==> config.mk <==
export PLATFORM = sky130hd
export DESIGN_NAME = ext_bus_ctl
export DESIGN_NICKNAME = d
export VERILOG_FILES = /design/src/hw/ext_bus_pkg.sv /design/src/hw/pin_mux_if.sv /design/src/hw/pin_mux.sv /design/src/hw/ext_bus_ctl.sv
export VERILOG_INCLUDE_DIRS = /design/src /design/src/hw
export SDC_FILE = /design/constraint.sdc
export NUM_CORES = 1
export LEC_CHECK = 0
export BUFFER_PORTS_ARGS = -buffer_cell sky130_fd_sc_hd__buf_2
export CAP_MARGIN = 20
export CORE_MARGIN = 2
export CORE_UTILIZATION = 40
export DETAILED_ROUTE_END_ITERATION = 8
export GPL_TIMING_DRIVEN = 0
export PLACE_DENSITY_LB_ADDON = 0.05
export SYNTH_ARGS = -nofsm -noshare
export SYNTH_HDL_FRONTEND = slang
export SYNTH_SLANG_ARGS = --single-unit
export TNS_END_PERCENT = 30
==> constraint.sdc <==
create_clock -name CLK_IN -period 3.5 [get_ports CLK_IN]
set_input_delay 0 -clock CLK_IN [delete_from_list [all_inputs] [get_ports CLK_IN]]
set_output_delay 0 -clock CLK_IN [all_outputs]
set_load 0.02 [all_outputs]
==> src/hw/ext_bus_defs.svh <==
// Offsets, field positions, reset values and timing counts of the
// external bus release and wait control block.
// Assumes a 20 MHz system clock and a byte-addressed register bus.
`ifndef EXT_BUS_DEFS_SVH
`define EXT_BUS_DEFS_SVH

// ****************************************************************
// Register map
// ****************************************************************
`define OFS_BUS_CTL 4'h0
`define OFS_BUS_STATUS 4'h4

// ****************************************************************
// Control register fields
// ****************************************************************
`define CTL_RELEASE_EN_BIT 15
`define CTL_REQ_OUT_EN_BIT 14
`define CTL_WBUF_EN_BIT 9
`define CTL_WAIT_EN_BIT 8
`define CTL_RESET 16'h0000
`define CTL_WRITE_MASK 16'hc300

// ****************************************************************
// Status register fields
// ****************************************************************
`define STS_RELEASED_BIT 0
`define STS_REQ_OUT_BIT 1
`define STS_BUSY_BIT 2
`define STS_WAITING_BIT 3
`define STS_BUFFERED_BIT 4

// ****************************************************************
// Timing
// ****************************************************************
`define CLK_MHZ 20
`define ACC_TIME_NS 100
`define ACC_CYCLES ((`ACC_TIME_NS * `CLK_MHZ + 999) / 1000)

`endif

==> src/hw/ext_bus_pkg.sv <==
// Types of the external bus release and wait control block.
// Assumes ext_bus_defs.svh is on the include path.
`include "ext_bus_defs.svh"

package ext_bus_pkg;

   // ****************************************************************
   // External bus sequencer states
   // ****************************************************************
   typedef enum logic [2:0]
   {
      BUS_IDLE = 3'b001,
      BUS_CYCLE = 3'b010,
      BUS_RELEASED = 3'b100
   } bus_state_t;

   // ****************************************************************
   // Whole state of the top module
   // ****************************************************************
   typedef struct packed
   {
      logic [15:0] ctl;
      bus_state_t state;
      logic [3:0] cnt;
      logic [23:0] addr;
      logic [15:0] wdata;
      logic write;
      logic buffered;
      logic [15:0] acc_rdata;
      logic av_ack;
      logic [31:0] av_rdata;
   } ctl_state_t;

endpackage : ext_bus_pkg

==> src/hw/pin_mux_if.sv <==
// Carrier between the controller and one shared pin multiplexer.
// Assumes both ends sit in the same clock domain.
interface pin_mux_if;
   logic fn_en;
   logic fn_drive;
   logic port_data;
   logic port_dir;
   logic pin_o;
   logic pin_oe;

   modport mux
   (
      input fn_en,
      input fn_drive,
      input port_data,
      input port_dir,
      output pin_o,
      output pin_oe
   );

   modport ctl
   (
      output fn_en,
      output fn_drive,
      output port_data,
      output port_dir,
      input pin_o,
      input pin_oe
   );
endinterface : pin_mux_if

==> src/hw/pin_mux.sv <==
// Hands one output-capable pin either to a bus function or back to
// its general-purpose port settings.
// Assumes the port data and direction come from the port registers.
module pin_mux
(
   pin_mux_if.mux pm
);

   // Function owns the pin outright; otherwise port settings apply
   always_comb
   begin
      if (pm.fn_en)
      begin
         pm.pin_o = pm.fn_drive;
         pm.pin_oe = 1'b1;
      end
      else
      begin
         pm.pin_o = pm.port_data;
         pm.pin_oe = pm.port_dir;
      end
   end

endmodule : pin_mux

==> src/hw/ext_bus_ctl.sv <==
// External bus control: release to an outside master, request
// output, buffered writes and wait-state input, with a register bank
// on an Avalon-MM slave port.
// Assumes all inputs are synchronous to CLK_IN and the pins are
// active low at the chip boundary.
//
// Design decisions made here: the Avalon-MM register port and the register offsets.
`include "ext_bus_defs.svh"

// How it works
// - Control bit 15 decides whether an outside request for the bus is ever granted.
// - With release disabled the request input and grant and request outputs belong to the port.
// - With bits 15 and 14 set, a pending internal access while released drives the request output.
// - With bit 14 clear the request output pin stays under port control.
// - Bit 9 makes external writes go through the write buffer, acknowledged at once.
// - A new buffer setting is picked up only when a later access starts.
// - Bit 8 makes the wait pin stretch external accesses; otherwise it is ignored.
// - With wait input disabled the wait pin is left to the port.
// - Bits 13 to 12 and 5 to 0 read zero and ignore writes.
// - Bits 11 to 10 and 7 to 6 read zero and software writes zero to them.
module ext_bus_ctl
(
   input wire logic CLK_IN,
   input wire logic RESET_IN,
   input wire logic [3:0] AVS_ADDRESS_IN,
   input wire logic AVS_READ_IN,
   input wire logic AVS_WRITE_IN,
   input wire logic [31:0] AVS_WRITEDATA_IN,
   input wire logic [3:0] AVS_BYTEENABLE_IN,
   output logic [31:0] AVS_READDATA_OUT,
   output logic AVS_WAITREQUEST_OUT,
   input wire logic ACC_REQ_IN,
   input wire logic ACC_WRITE_IN,
   input wire logic [23:0] ACC_ADDR_IN,
   input wire logic [15:0] ACC_WDATA_IN,
   output logic ACC_READY_OUT,
   output logic [15:0] ACC_RDATA_OUT,
   output logic [23:0] EXT_ADDR_OUT,
   output logic [15:0] EXT_DATA_OUT,
   input wire logic [15:0] EXT_DATA_IN,
   output logic EXT_DATA_OE_OUT,
   output logic EXT_BUS_OE_OUT,
   output logic EXT_CS_N_OUT,
   output logic EXT_WE_N_OUT,
   input wire logic WAIT_N_IN,
   output logic WAIT_PIN_FN_OUT,
   input wire logic BUS_REQUEST_INPUT_N_IN,
   output logic REQ_PIN_FN_OUT,
   input wire logic GRANT_PORT_DATA_IN,
   input wire logic GRANT_PORT_DIR_IN,
   output logic GRANT_PIN_OUT,
   output logic GRANT_PIN_OE_OUT,
   input wire logic REQOUT_PORT_DATA_IN,
   input wire logic REQOUT_PORT_DIR_IN,
   output logic BUS_REQUEST_OUTPUT_PIN_OUT,
   output logic BUS_REQUEST_OUTPUT_PIN_OE_OUT
);

   // ****************************************************************
   // State
   // ****************************************************************
   ext_bus_pkg::ctl_state_t st_reg;
   ext_bus_pkg::ctl_state_t st_next;

   logic bus_release_enable;
   logic request_output_pin_enable;
   logic write_buffer_enable;
   logic wait_input_enable;
   logic ext_request;
   logic wait_active;
   logic in_cycle;
   logic in_released;
   logic last_state;
   logic cycle_done;
   logic start_access;
   logic start_buffered;
   logic bus_request_output;
   logic av_req;
   logic av_read_phase;
   logic av_commit;
   logic [15:0] status_word;
   logic [15:0] wr_merged;

   pin_mux_if grant_if ();
   pin_mux_if reqout_if ();

   // ****************************************************************
   // Control fields
   // ****************************************************************
   assign bus_release_enable = st_reg.ctl[`CTL_RELEASE_EN_BIT];
   assign request_output_pin_enable = st_reg.ctl[`CTL_REQ_OUT_EN_BIT];
   assign write_buffer_enable = st_reg.ctl[`CTL_WBUF_EN_BIT];
   assign wait_input_enable = st_reg.ctl[`CTL_WAIT_EN_BIT];

   // ****************************************************************
   // Pin sampling
   // ****************************************************************
   // The request input starts a release only while release is enabled
   assign ext_request = bus_release_enable & ~BUS_REQUEST_INPUT_N_IN;
   // The wait pin is looked at only while wait input is enabled
   assign wait_active = wait_input_enable & ~WAIT_N_IN;

   assign in_cycle = (st_reg.state == ext_bus_pkg::BUS_CYCLE);
   assign in_released = (st_reg.state == ext_bus_pkg::BUS_RELEASED);
   assign last_state = in_cycle & (st_reg.cnt == 4'h0);
   // Wait pin is sampled in the last state of each access
   assign cycle_done = last_state & ~wait_active;

   // ****************************************************************
   // Access sequencing decisions
   // ****************************************************************
   // An idle bus goes to the outside master before a new access starts
   assign start_access = (st_reg.state == ext_bus_pkg::BUS_IDLE) &
      ~ext_request & ACC_REQ_IN;
   // Buffer setting is read only here, at the start of an access
   assign start_buffered = start_access & ACC_WRITE_IN &
      write_buffer_enable;

   // ****************************************************************
   // Request towards the outside master while the bus is out
   // ****************************************************************
   assign bus_request_output = in_released & ACC_REQ_IN &
      request_output_pin_enable;

   // ****************************************************************
   // Register bus decode
   // ****************************************************************
   assign av_req = AVS_READ_IN | AVS_WRITE_IN;
   // First cycle of a request loads read data; second cycle answers
   assign av_read_phase = AVS_READ_IN & ~st_reg.av_ack;
   assign av_commit = AVS_WRITE_IN & st_reg.av_ack;

   always_comb
   begin
      status_word = 16'h0000;
      status_word[`STS_RELEASED_BIT] = in_released;
      status_word[`STS_REQ_OUT_BIT] = bus_request_output;
      status_word[`STS_BUSY_BIT] = in_cycle;
      status_word[`STS_WAITING_BIT] = last_state & wait_active;
      status_word[`STS_BUFFERED_BIT] = in_cycle & st_reg.buffered;
   end

   // Only the enable bits take write data; every reserved bit is 0
   assign wr_merged = (st_reg.ctl & ~`CTL_WRITE_MASK) |
      (AVS_WRITEDATA_IN[15:0] & `CTL_WRITE_MASK);

   // ****************************************************************
   // Next state
   // ****************************************************************
   always_comb
   begin
      st_next = st_reg;

      // Register bus: one wait cycle per request
      st_next.av_ack = av_req & ~st_reg.av_ack;
      if (av_read_phase)
      begin
         unique case (AVS_ADDRESS_IN)
            `OFS_BUS_CTL:
            begin
               st_next.av_rdata = {16'h0000,
                  st_reg.ctl & `CTL_WRITE_MASK};
            end
            `OFS_BUS_STATUS:
            begin
               st_next.av_rdata = {16'h0000, status_word};
            end
            default:
            begin
               st_next.av_rdata = 32'h0000_0000;
            end
         endcase
      end

      // All writable bits live in byte lane 1
      if (av_commit && AVS_ADDRESS_IN == `OFS_BUS_CTL &&
         AVS_BYTEENABLE_IN[1])
      begin
         st_next.ctl = wr_merged;
      end

      // External bus sequencer
      unique case (st_reg.state)
         ext_bus_pkg::BUS_IDLE:
         begin
            if (ext_request)
            begin
               st_next.state = ext_bus_pkg::BUS_RELEASED;
            end
            else if (ACC_REQ_IN)
            begin
               st_next.state = ext_bus_pkg::BUS_CYCLE;
               st_next.cnt = 4'(`ACC_CYCLES - 1);
               st_next.addr = ACC_ADDR_IN;
               st_next.wdata = ACC_WDATA_IN;
               st_next.write = ACC_WRITE_IN;
               st_next.buffered = start_buffered;
            end
         end
         ext_bus_pkg::BUS_CYCLE:
         begin
            if (st_reg.cnt != 4'h0)
            begin
               st_next.cnt = st_reg.cnt - 4'h1;
            end
            else if (cycle_done)
            begin
               // A held wait pin keeps the sequencer here
               st_next.state = ext_bus_pkg::BUS_IDLE;
               st_next.buffered = 1'b0;
               if (!st_reg.write)
               begin
                  st_next.acc_rdata = EXT_DATA_IN;
               end
            end
         end
         ext_bus_pkg::BUS_RELEASED:
         begin
            // Bus comes back only when the outside master lets go,
            // even if software clears the release enable meanwhile
            if (BUS_REQUEST_INPUT_N_IN)
            begin
               st_next.state = ext_bus_pkg::BUS_IDLE;
            end
         end
         default:
         begin
            st_next.state = ext_bus_pkg::BUS_IDLE;
         end
      endcase
   end

   // ****************************************************************
   // State register
   // ****************************************************************
   always_ff @(posedge CLK_IN or posedge RESET_IN)
   begin
      if (RESET_IN)
      begin
         st_reg <= '{ctl: `CTL_RESET,
                     state: ext_bus_pkg::BUS_IDLE,
                     cnt: 4'h0,
                     addr: 24'h00_0000,
                     wdata: 16'h0000,
                     write: 1'b0,
                     buffered: 1'b0,
                     acc_rdata: 16'h0000,
                     av_ack: 1'b0,
                     av_rdata: 32'h0000_0000};
      end
      else
      begin
         st_reg <= st_next;
      end
   end

   // ****************************************************************
   // Register bus outputs
   // ****************************************************************
   assign AVS_WAITREQUEST_OUT = av_req & ~st_reg.av_ack;
   assign AVS_READDATA_OUT = st_reg.av_rdata;

   // ****************************************************************
   // Internal master answer
   // ****************************************************************
   // Buffered writes are answered on acceptance, the rest on completion
   assign ACC_READY_OUT = start_buffered |
      (cycle_done & ~st_reg.buffered);
   assign ACC_RDATA_OUT = st_reg.acc_rdata;

   // ****************************************************************
   // External bus outputs
   // ****************************************************************
   assign EXT_ADDR_OUT = st_reg.addr;
   assign EXT_DATA_OUT = st_reg.wdata;
   assign EXT_DATA_OE_OUT = in_cycle & st_reg.write;
   // Everything floats while the outside master owns the bus
   assign EXT_BUS_OE_OUT = ~in_released;
   assign EXT_CS_N_OUT = ~in_cycle;
   assign EXT_WE_N_OUT = ~(in_cycle & st_reg.write);

   // ****************************************************************
   // Pin ownership
   // ****************************************************************
   assign REQ_PIN_FN_OUT = bus_release_enable;
   assign WAIT_PIN_FN_OUT = wait_input_enable;

   assign grant_if.fn_en = bus_release_enable;
   assign grant_if.fn_drive = ~in_released;
   assign grant_if.port_data = GRANT_PORT_DATA_IN;
   assign grant_if.port_dir = GRANT_PORT_DIR_IN;

   // Request output pin needs both enables to leave the port
   assign reqout_if.fn_en = bus_release_enable &
      request_output_pin_enable;
   assign reqout_if.fn_drive = ~bus_request_output;
   assign reqout_if.port_data = REQOUT_PORT_DATA_IN;
   assign reqout_if.port_dir = REQOUT_PORT_DIR_IN;

   pin_mux grant_mux
   (
      .pm(grant_if.mux)
   );

   pin_mux reqout_mux
   (
      .pm(reqout_if.mux)
   );

   assign GRANT_PIN_OUT = grant_if.pin_o;
   assign GRANT_PIN_OE_OUT = grant_if.pin_oe;
   assign BUS_REQUEST_OUTPUT_PIN_OUT = reqout_if.pin_o;
   assign BUS_REQUEST_OUTPUT_PIN_OE_OUT = reqout_if.pin_oe;

endmodule : ext_bus_ctl

; Word level (Yosys, flattened, before mapping)
; Cells that the tools add are included.
; W data, S select, Z words.
[totals]
reg_bits = 114
input_bits = 108
output_inout_bits = 100
[classes]
add_sub_neg = 1
n_eq_ne = 11
mux = 18
bitwise_logic = 33
reduce_logical = 11
[op_table]
columns = op, count
row1 = $mux W49, 1
row2 = $mux W46, 1
row3 = $mux W17, 2
row4 = $pmux W16 S2, 1
row5 = $and A1 B1 Y1, 18
row6 = $mux W16, 1
row7 = $or A14 B16 Y16, 1
row8 = $mux W3, 4
row9 = $not A1 Y1, 12
row10 = $reduce_and A4 Y1, 3
row11 = $pmux W3 S3, 1
row12 = $logic_not A4 Y1, 2
row13 = $ne A2 B2 Y1 const B, 4
row14 = $pmux W4 S2, 1
row15 = $reduce_and A5 Y1, 1
row16 = $eq A4 B3 Y1 const B, 1
row17 = $mux W1, 4
row18 = $mux W4, 1
row19 = $ne A2 B1 Y1 const B, 2
row20 = $reduce_bool A4 Y1, 1
row21 = $sub A4 B1 Y4 const B, 1
row22 = $eq A3 B1 Y1 const B, 1
row23 = $eq A3 B2 Y1 const B, 1
row24 = $eq A3 B3 Y1 const B, 1
row25 = other kinds (6), 8

; Longest topological paths before layout
; Gate-level depths: netlist of run 1.
[depth]
ltp_word = 10
depth_mapped = 7
depth_no_buf = 6

; Hierarchy
; A second synthesis of run 1 with hierarchy kept.
[unflattened]
hier_cells = 314
hier_area_um2 = 3925.0
[by_module_without_submodules]
columns = mod, instances, cells_each, area_per_inst_um2, seq_area_each_um2
row1 = ext_bus_ctl, 1, 310, 3882.5, 1978.1
row2 = pin_mux, 2, 2, 21.3, 0.0

; Worst setup path before layout of run 1
; OpenSTA, ideal clock, no wires.
[synth_timing]
path_kind = reg-to-reg
from = register st_reg[95] (netlist name)
to = register st_reg, in the netlist ACC_RDATA_OUT[0]
arrival_time_ns = 1.580
setup_slack_ns = 1.795
stages_incl_launch_ff = 7
n_path_buf = 2
synth_period_minus_slack_ns = 1.705
cell_sequence = dfstp_2 -> buf_6 -> nor3b_4 -> nand4_4 -> nor2_8 -> buf_12 -> mux2_4
[synth_via]
elab_chain_cells = 4
[synth_lines]
columns = item, line
row1 = from (decl), ext_bus_ctl.sv:62  ; ext_bus_pkg::ctl_state_t st_reg;
row2 = from (signal assigned), ext_bus_ctl.sv:240  ; st_reg <= '{ctl: `CTL_RESET,
row3 = from (signal assigned), ext_bus_ctl.sv:253  ; st_reg <= st_next;
row4 = $eq A3 B2 Y1 *, "ext_bus_ctl.sv:103, ext_bus_ctl.sv:183"
row5 = $and A1 B1 Y1, ext_bus_ctl.sv:105  ; assign last_state = in_cycle & (st_reg.cnt == 4'h0);
row6 = $and A1 B1 Y1, ext_bus_ctl.sv:107  ; assign cycle_done = last_state & ~wait_active;
row7 = $reduce_and A4 Y1 (no line) *, -
; Every way passes the cells marked *; elsewhere a longest branch is shown, timed or not.
; A chain may end at the register's enable or synchronous reset.

; Final worst setup path of run 1
[layout_timing]
from = register st_reg[91] (netlist name)
to = register st_reg[95] (netlist name)
[layout_via]
elab_chain_cells = 5
[layout_lines]
columns = item, line
row1 = $logic_not A4 Y1, ext_bus_ctl.sv:105
row2 = $and A1 B1 Y1, ext_bus_ctl.sv:105
row3 = $and A1 B1 Y1, ext_bus_ctl.sv:107
row4 = $ne A2 B1 Y1 (no line), -
row5 = $reduce_and A4 Y1 (no line) *, -
; Marked as above.

==> summary.log, run 1 <==
INFO  placed_design  post-dp-hpwl=6.24mm
INFO  finish         largest_reg_flops=24
INFO  pwr            power_density=673mW/mm^2
INFO  clock_network  root_buffer=clkbuf_8
INFO  flow_run       maxCapViolCount=0
INFO  grt            grt_util_all_layers=17.4%
INFO  synthesis      netlist_instances=405
INFO  finish         fillerInstances=848
INFO  grt            grt_max_degree=43
INFO  die            die_h=103microns
INFO  grt            number_of_global_route_vias_before_repair=3316
INFO  worst_hold_path hp-class=in2reg
INFO  clock_network  tritoncts=built
INFO  timing         final_max_slew_viol_count=0
INFO  route          vias_per_cell=4.18
INFO  timing         finalSetupViolCount=0
INFO  clock_network  clkTransAtPathRegs=0.08ns
INFO  die            die-width=103microns
INFO  setup_path     crit_path_start_kind=flip-flop
INFO  route          postRouteAntennaNets=0
INFO  pwr            power_switching_share=36.0%
INFO  synthesis      synth.avg_cell_area=9.75squm
INFO  pwr            ir_worst_vdd=0.378mV
INFO  pwr            power.clock.fraction=18.9%
INFO  timing         fmax=468MHz
INFO  route          total_detailed_routing_wirelength=9.00mm
INFO  grt            first_pass_grt_wire_length=14.7mm
INFO  finish         fraction_of_layout_cells_with_a_size_suffix_above_1=43.2%
INFO  timing         worst_slew_margin_rel=56.7%
INFO  route          routedWlPerCell=11.2microns
INFO  clock_network  cts_inserted_buffers=9
INFO  clock_network  ctsHtreeMaxLevel=3
INFO  setup_path     crit_fanout=4
INFO  route          final_routed_drc_violation_total=0
INFO  timing         finalSetupTns=0ns
INFO  route          drtIter0Drc=53
INFO  synthesis      netlist_area=0.00395sqmm
INFO  die            start_util=40.8%
INFO  synthesis      netlist-cell-type-count=42
INFO  grt            antenna_found_initial=0
INFO  clock_network  worstSkewPairLatency=0.34ns
INFO  timing         tightestPinTransition=0.643ns
INFO  placed_design  place.gp.congestion=0.760
INFO  finish         final_net_count=771
INFO  die            die_area=0.0107sqmm
INFO  die            io_pins=208
INFO  status         run_status=finished clean
INFO  grt            grt_overflow_total=0
INFO  clock_network  tritoncts_num_sinks=79
INFO  pwr            total_internal_power=2550uW
INFO  synthesis      synth-seq-area-share=50.1%
INFO  setup_path     worst_ep_required_time=3.79ns
INFO  timing         rsz0062_at_grt=false
INFO  setup_path     critical_path.endpoint_type=flip-flop
INFO  timing         finalHoldViolations=0
INFO  die            count_of_standard_cell_rows=36
INFO  finish         leading_cell_type_in_the_layout_fill_and_taps_excluded=buf_2
INFO  timing         worst_setup_skew_after_layout=0.00900ns
INFO  route          detailedRoute.firstPassIterationCount=4
INFO  timing         final_worst_path_period_share=61.1%
INFO  pwr            power.share.sequential=35.7%
INFO  timing         min_period=2.14ns
INFO  pwr            net_switching_power=1430uW
INFO  route          via_count=3343
INFO  clock_network  clk_path_buf_depth=2
INFO  synthesis      postSynthRegisterBits=79
INFO  pwr            comb_power_share=45.4%
INFO  synthesis      synth-warning-count=0
INFO  clock_network  cts-resized-gates=0
INFO  die            core_area=0.00968sqmm
INFO  setup_path     reg2reg_slack=1.36ns
INFO  pwr            static-leakage-power=0.00333uW
INFO  setup_path     arrival=2.42ns
INFO  finish         diodes=0
INFO  finish         most-common-layout-cells=buf_2 (156), nand2_1 (140), buf_4 (88)
INFO  finish         flow.area_growth_from_synthesis=49.9%
INFO  finish         finish.utilization=61.1%
INFO  placed_design  placement.io_buffers=153
INFO  setup_path     criticalPathCategory=reg2reg
==> kinds of logic (layout without fill, tap and decap cells) <==
kind of cell,count (synthesis),count (layout),synth area share [%]
compound gates,23,23,4.09
xor+xnor,1,1,0.222
fa+ha+maj,1,1,0.317
buf+inv,109,349,19.4
flops,79,79,50.1
mux,20,20,6.62
other cells,1,23,0.0950
simple gates,171,171,19.1
==> cell usage after synthesis, drive strengths merged <==
cell	number	area, sq um
nand2	140	526
buf	93	707
dfrtp	78	1950
mux2	19	251
clkbuf	9	33.8
nor2	8	46.3
inv	7	26.3
o21ai	7	35.0
a21oi	5	25.0
nand2b	3	18.8
nor3	3	15.0
a21o	2	15.0
a22o	2	17.5
a32o	2	20.0
and2	2	12.5
nand3	2	10.0
nand3b	2	15.0
nor2b	2	12.5
nor3b	2	26.3
nor4	2	18.8
a211oi	1	7.51
a31oi	1	6.26
and3b	1	8.76
and4	1	8.76
conb	1	3.75
dfstp	1	26.3
ha	1	12.5
mux2i	1	10.0
nand4	1	21.3
nand4b	1	8.76
o2111a	1	11.3
o2111ai	1	15.0
o2bb2ai	1	8.76
or2	1	6.26
xnor2	1	8.76
==> routing by layer <==
metal	GRT usage (%)	up-vias	share of wire (%)	wire, microns
li1	-	1697	-	-
met1	21.6	1528	44	3920
met2	29.7	103	49	4380
met3	3.70	15	6.3	567
met4	6.78	0	1.4	130
met5	0	-	0	0
==> per-stage QoR <==
step	hold WS [ns]	total power (uW)	cell area (sq um)	std cells	worst slack, ns
after detailed placement	0.0794	3180	4990	714	1.59
final	0.0598	3980	5920	800	1.36
after CTS	0.0403	4020	5920	800	1.38
after floorplan	0.0595	2710	4030	427	1.48
after global placement	0.190	3140	4960	713	0.363
after global routing	0.0641	4280	5920	800	1.21
==> layout make-up <==
type / count / area (sq um) / share of cell area, %
buffer: 102 / 741 / 12.5
clock buffer: 13 / 159 / 2.69
clock inverter: 3 / 65.1 / 1.10
inverter: 7 / 28.8 / 0.486
multi-input combinational: 239 / 1280 / 21.7
sequential: 79 / 1980 / 33.4
tap: 133 / 166 / 2.81
timing repair buffer: 224 / 1490 / 25.2
==> worst max-delay path, cell delays in order (launching register included) <==
cell and delay [ns]:
dfrtp_1 0.41, inv_1 0.07, ha_1 0.25, nor3b_1 0.48, nand2_1 0.11, nand2_1 0.10
o2bb2ai_1 0.11, dlygate4sd3_1 0.56
==> timing repair <==
item                                   4_1_cts  5_1_grt
buffers inserted                             0        0
endpoints found under the hold margin      107        0
hold buffers                                70        0
==> path summary, 6_finish.rpt <==
check | startpoint | cells after the start | end
max in group asynchronous | RESET_IN | 4 | st_reg[95]
worst max register to register | st_reg[91] | 7 | st_reg[95]
worst min register to register | st_reg[32] | 1 | st_reg[32]
worst max-delay path | st_reg[91] | 7 | st_reg[95]
worst min-delay path | AVS_ADDRESS_IN[0] | 3 | AVS_READDATA_OUT[0]
min in group asynchronous | RESET_IN | 3 | ACC_RDATA_OUT[4]
==> power by group through the flow <==
stage	sequential, uW	combinational [uW]	clock, uW
4_1_cts	1420	1820	781
5_1_grt	1470	2000	818
6_report	1420	1810	753
2_1_floorplan	1400	1310	0
3_3_place_gp	1420	1720	0
3_5_place_dp	1440	1750	0
No activity file was read; power rests on OpenSTA's default activity.
==> inputs of run 2 (changes only) <==
ABC_AREA = 1   (was unset)
clock period = 2.15 ns   (was 3.5 ns; I/O delays follow)
==> run 2 against run 1 <==
Power grew 74%. Critical path type is now reg2out. Routed wire length grew 9.6%. Flip-flop and latch count is the same.
==> summary.log, run 2 <==
INFO  status         run_status=finished clean [unchanged]
INFO  pwr            power.share.sequential=34.4% [was 35.7%]
INFO  setup_path     crit_path_cells=inv_1 > ha_1 > nand2_2 > nor2_8 > nand2_1 > o21ai_0 > buf_2 [was inv_1 > ha_1 > nor3b_1 > nand2_1 > nand2_1 > o2bb2ai_1 > dlygate4sd3_1]
INFO  timing         fmax=561MHz
INFO  timing         final_worst_path_period_share=82.9%
INFO  pwr            total_internal_power=4240uW [was 2550 uW]
INFO  clock_network  tritoncts_num_sinks=79 [unchanged]
INFO  finish         most-common-layout-cells=nand2_1 (205), buf_2 (158), buf_4 (90) [was buf_2 (156), nand2_1 (140), buf_4 (88)]
INFO  synthesis      synth_edf_count=0 [unchanged]
INFO  route          drtIter0Drc=115 [was 53]
INFO  placed_design  place.gp.congestion=0.767 [was 0.760]
INFO  synthesis      synth.avg_cell_area=8.40squm [was 9.75 sq um]
INFO  worst_hold_path hp-class=in2reg [unchanged]
INFO  finish         diodes=0 [unchanged]
INFO  pwr            power_switching_share=38.8% [was 36.0%]
INFO  synthesis      synth_async_sr_flop_share=100% [unchanged]
INFO  setup_path     timing.rr.end=ACC_RDATA_OUT[1] [was st_reg[95]]
INFO  grt            grt_util_all_layers=18.8% [was 17.4%]
INFO  synthesis      synth.top_cell.area_share=48.7% [was 49.4%]
INFO  timing         finalSetupViolCount=0 [unchanged]
INFO  timing         worst_setup_skew_after_layout=0.00755ns [was 0.00900 ns]
INFO  die            start_util=41.2% [was 40.8%]
INFO  synthesis      synth_compound_gate_area_share=2.31% [was 4.09%]
INFO  clock_network  cts_inserted_buffers=9 [unchanged]
INFO  finish         fillerInstances=905 [was 848]
INFO  placed_design  post-dp-hpwl=6.61mm [was 6.24 mm]
INFO  clock_network  cts.repair_timing.setup_buffer_count=0 [unchanged]
INFO  setup_path     crit_fanout=10 [was 4]
INFO  synthesis      synth.mux.area_fraction=0% [was 6.62%]
INFO  synthesis      adder_and_majority_cell_fraction_of_the_synthesized_area=0.312% [was 0.317%]
INFO  synthesis      netlist_instances=477 [was 405]
INFO  timing         final_hold_slack=0.0124ns [was 0.0598 ns]
INFO  synthesis      post_synth_xor_area_fraction=0.218% [was 0.222%]
INFO  grt            first_pass_grt_wire_length=16.7mm [was 14.7 mm]
INFO  grt            grt_max_degree=47 [was 43]
INFO  synthesis      synth-seq-area-share=49.3% [was 50.1%]
INFO  route          routedWlPerCell=11.4microns [was 11.2 microns]
INFO  timing         final_max_slew_viol_count=0 [unchanged]
INFO  pwr            net_switching_power=2690uW [was 1430 uW]
INFO  placed_design  placement.io_buffers=153 [unchanged]
INFO  die            count_of_standard_cell_rows=36 [unchanged]
INFO  timing         min_period=1.78ns
INFO  setup_path     worstReg2RegStart=st_reg[91] [unchanged]
INFO  grt            number_of_global_route_vias_before_repair=3651 [was 3316]
INFO  synthesis      netlist_area=0.00401sqmm [was 0.00395 sq mm]
INFO  route          total_detailed_routing_wirelength=9.86mm [was 9.00 mm]
INFO  synthesis      postSynthRegisterBits=79 [unchanged]
INFO  synthesis      dominant_combinational_cell_family_by_area_after_synthesis=simple AND/OR/NAND/NOR gates [was buffers and inverters]
INFO  pwr            power.clock.fraction=18.1% [was 18.9%]
INFO  pwr            comb_power_share=47.6% [was 45.4%]
INFO  synthesis      yosysMostFrequentCell=nand2_1 [unchanged]
INFO  clock_network  cts-resized-gates=0 [unchanged]
INFO  pwr            total_power=6920uW [was 3980 uW]
INFO  setup_path     criticalPathCategory=reg2out [was reg2reg]
INFO  setup_path     cp_slowest_cell=dfrtp_1 [was dlygate4sd3_1]
INFO  worst_hold_path worstHoldEndpoint=AVS_READDATA_OUT[4] [was AVS_READDATA_OUT[0]]
INFO  clock_network  tritoncts=built [unchanged]
INFO  setup_path     crit_path_start_kind=flip-flop [unchanged]
INFO  synthesis      yosys_most_used_dff=dfrtp_1 [unchanged]
INFO  die            core_area=0.00973sqmm [was 0.00968 sq mm]
INFO  route          postRouteAntennaNets=0 [unchanged]
INFO  route          detailedRoute.firstPassIterationCount=4 [unchanged]
INFO  finish         fraction_of_layout_cells_with_a_size_suffix_above_1=38.4% [was 43.2%]
INFO  grt            grt_overflow_total=0 [unchanged]
INFO  clock_network  clk_path_buf_depth=2 [unchanged]
INFO  synthesis      share_of_synthesized_cell_area_in_and_or_nand_and_nor_gates=26.7% [was 19.1%]
INFO  setup_path     worst_ep_required_time=2.15ns [was 3.79 ns]
INFO  pwr            ir_worst_vdd=0.635mV [was 0.378 mV]
INFO  flow_run       maxCapViolCount=0 [unchanged]
INFO  clock_network  root_buffer=clkbuf_8 [unchanged]
INFO  synthesis      netlist-cell-type-count=24 [was 42]
INFO  route          via_count=3641 [was 3343]
INFO  die            io_pins=208 [unchanged]
INFO  synthesis      netlist.top_cell.by_area=dfrtp_1 [unchanged]
INFO  clock_network  clkTransAtPathRegs=0.07ns [was 0.08 ns]
INFO  finish         finish.utilization=61.0% [was 61.1%]
INFO  setup_path     slowest_delay=0.38ns [was 0.56 ns]
INFO  setup_path     reg2reg_slack=0.61ns [was 1.36 ns]
INFO  synthesis      synth-warning-count=0 [unchanged]
INFO  pwr            power_density=1170mW/mm^2 [was 673 mW/mm^2]
INFO  setup_path     depth_of_the_most_critical_reg_to_reg_path=8 [was 7]
INFO  synthesis      synth_common_cells=nand2_1 (205), buf_4 (90), dfrtp_1 (78) [was nand2_1 (140), buf_4 (88), dfrtp_1 (78)]
INFO  route          vias_per_cell=4.19 [was 4.18]
INFO  finish         leading_cell_type_in_the_layout_fill_and_taps_excluded=nand2_1 [was buf_2]
INFO  finish         final_net_count=839 [was 771]
INFO  setup_path     critical_path.endpoint_type=primary output [was flip-flop]
INFO  grt            antenna_found_initial=0 [unchanged]
INFO  die            die_h=104microns [was 103 microns]
INFO  die            die_area=0.0108sqmm [was 0.0107 sq mm]
INFO  finish         flow.area_growth_from_synthesis=48.1% [was 49.9%]
INFO  die            die-width=104microns [was 103 microns]
INFO  finish         largest_reg_flops=24 [unchanged]
INFO  clock_network  ctsHtreeMaxLevel=3 [unchanged]
INFO  synthesis      main_area_contributors_after_synthesis=dfrtp_1 (49%), nand2_1 (19%), buf_4 (17%) [was dfrtp_1 (49%), buf_4 (17%), nand2_1 (13%)]
INFO  route          final_routed_drc_violation_total=0 [unchanged]
INFO  setup_path     arrival=1.78ns [was 2.42 ns]
INFO  worst_hold_path hold_path_startpoint=AVS_ADDRESS_IN[0] [unchanged]
INFO  clock_network  worstSkewPairLatency=0.35ns [was 0.34 ns]
INFO  worst_hold_path hold-path-cell-count=6 [was 3]
INFO  timing         rsz0062_at_grt=false [unchanged]
INFO  pwr            static-leakage-power=0.00346uW [was 0.00333 uW]
INFO  timing         finalHoldViolations=0 [unchanged]
## run 2: cell type report
type	instances	area, sq um	share of cell area, %
Buffer	102	757	12.7
Clock buffer	13	159	2.68
Clock inverter	3	65.1	1.10
Inverter	23	88.8	1.50
Multi-Input combinational cell	295	1270	21.4
Sequential cell	79	1980	33.3
Tap cell	133	166	2.80
Timing Repair Buffer	220	1450	24.5
## run 2: metrics by stage
stage | cells | instance area (sq um) | setup WS (ns) | TNS, ns
finish | 868 | 5940 | 0.368 | 0
global route | 868 | 5940 | 0.160 | 0
detailed placement | 786 | 5050 | 0.604 | 0
floorplan | 499 | 4090 | 0.128 | 0
global placement | 785 | 5020 | -0.948 | -73.87
CTS | 868 | 5940 | 0.308 | 0
## run 2: cell families after synthesis
family	after synthesis
other cells	1
compound gates	17
xor+xnor	1
fa+ha+maj	1
simple gates	253
buf+inv	125
flops	79
## run 2: metal layers
layer,routed length (microns),GRT usage [%]
met1,4330,23.9
met2,4850,31.8
met3,512,3.45
met4,171,7.72
met5,0,0
## run 2: how the worst max path moves through the flow
stage                    start                to  cells past startpoint
floorplan             RESET_IN  ACC_RDATA_OUT[0]                      1
global placement      RESET_IN  EXT_DATA_OUT[12]                      2
detailed placement  st_reg[91]  ACC_RDATA_OUT[7]                      8
CTS                 st_reg[95]     ACC_READY_OUT                      5
global route        st_reg[91]     ACC_READY_OUT                      7
finish              st_reg[91]     ACC_READY_OUT                      7
## run 2: timing repair
| item | 4_1_cts | 5_1_grt |
|---|---|---|
| hold endpoints to repair | 99 | 0 |
| endpoints found under the setup margin | 0 | 0 |
| hold buffers | 66 | 0 |
## run 2: power by group through the flow
stage          clock network [uW]  logic (uW)  registers, uW
6_report                     1250        3290           2380
3_3_place_gp                    0        3170           2380
5_1_grt                      1340        3640           2460
3_5_place_dp                    0        3220           2400
2_1_floorplan                   0        2420           2340
4_1_cts                      1290        3320           2380
## run 2: critical path, delay by kind of cell (launching register included)
kind                       cells  cell delay [ns]
AOI/OAI and AO/OA              1             0.13
adders and majority gates      1             0.21
buffers and inverters          2             0.30
DFF                            1             0.38
and+or+nand+nor                3             0.42
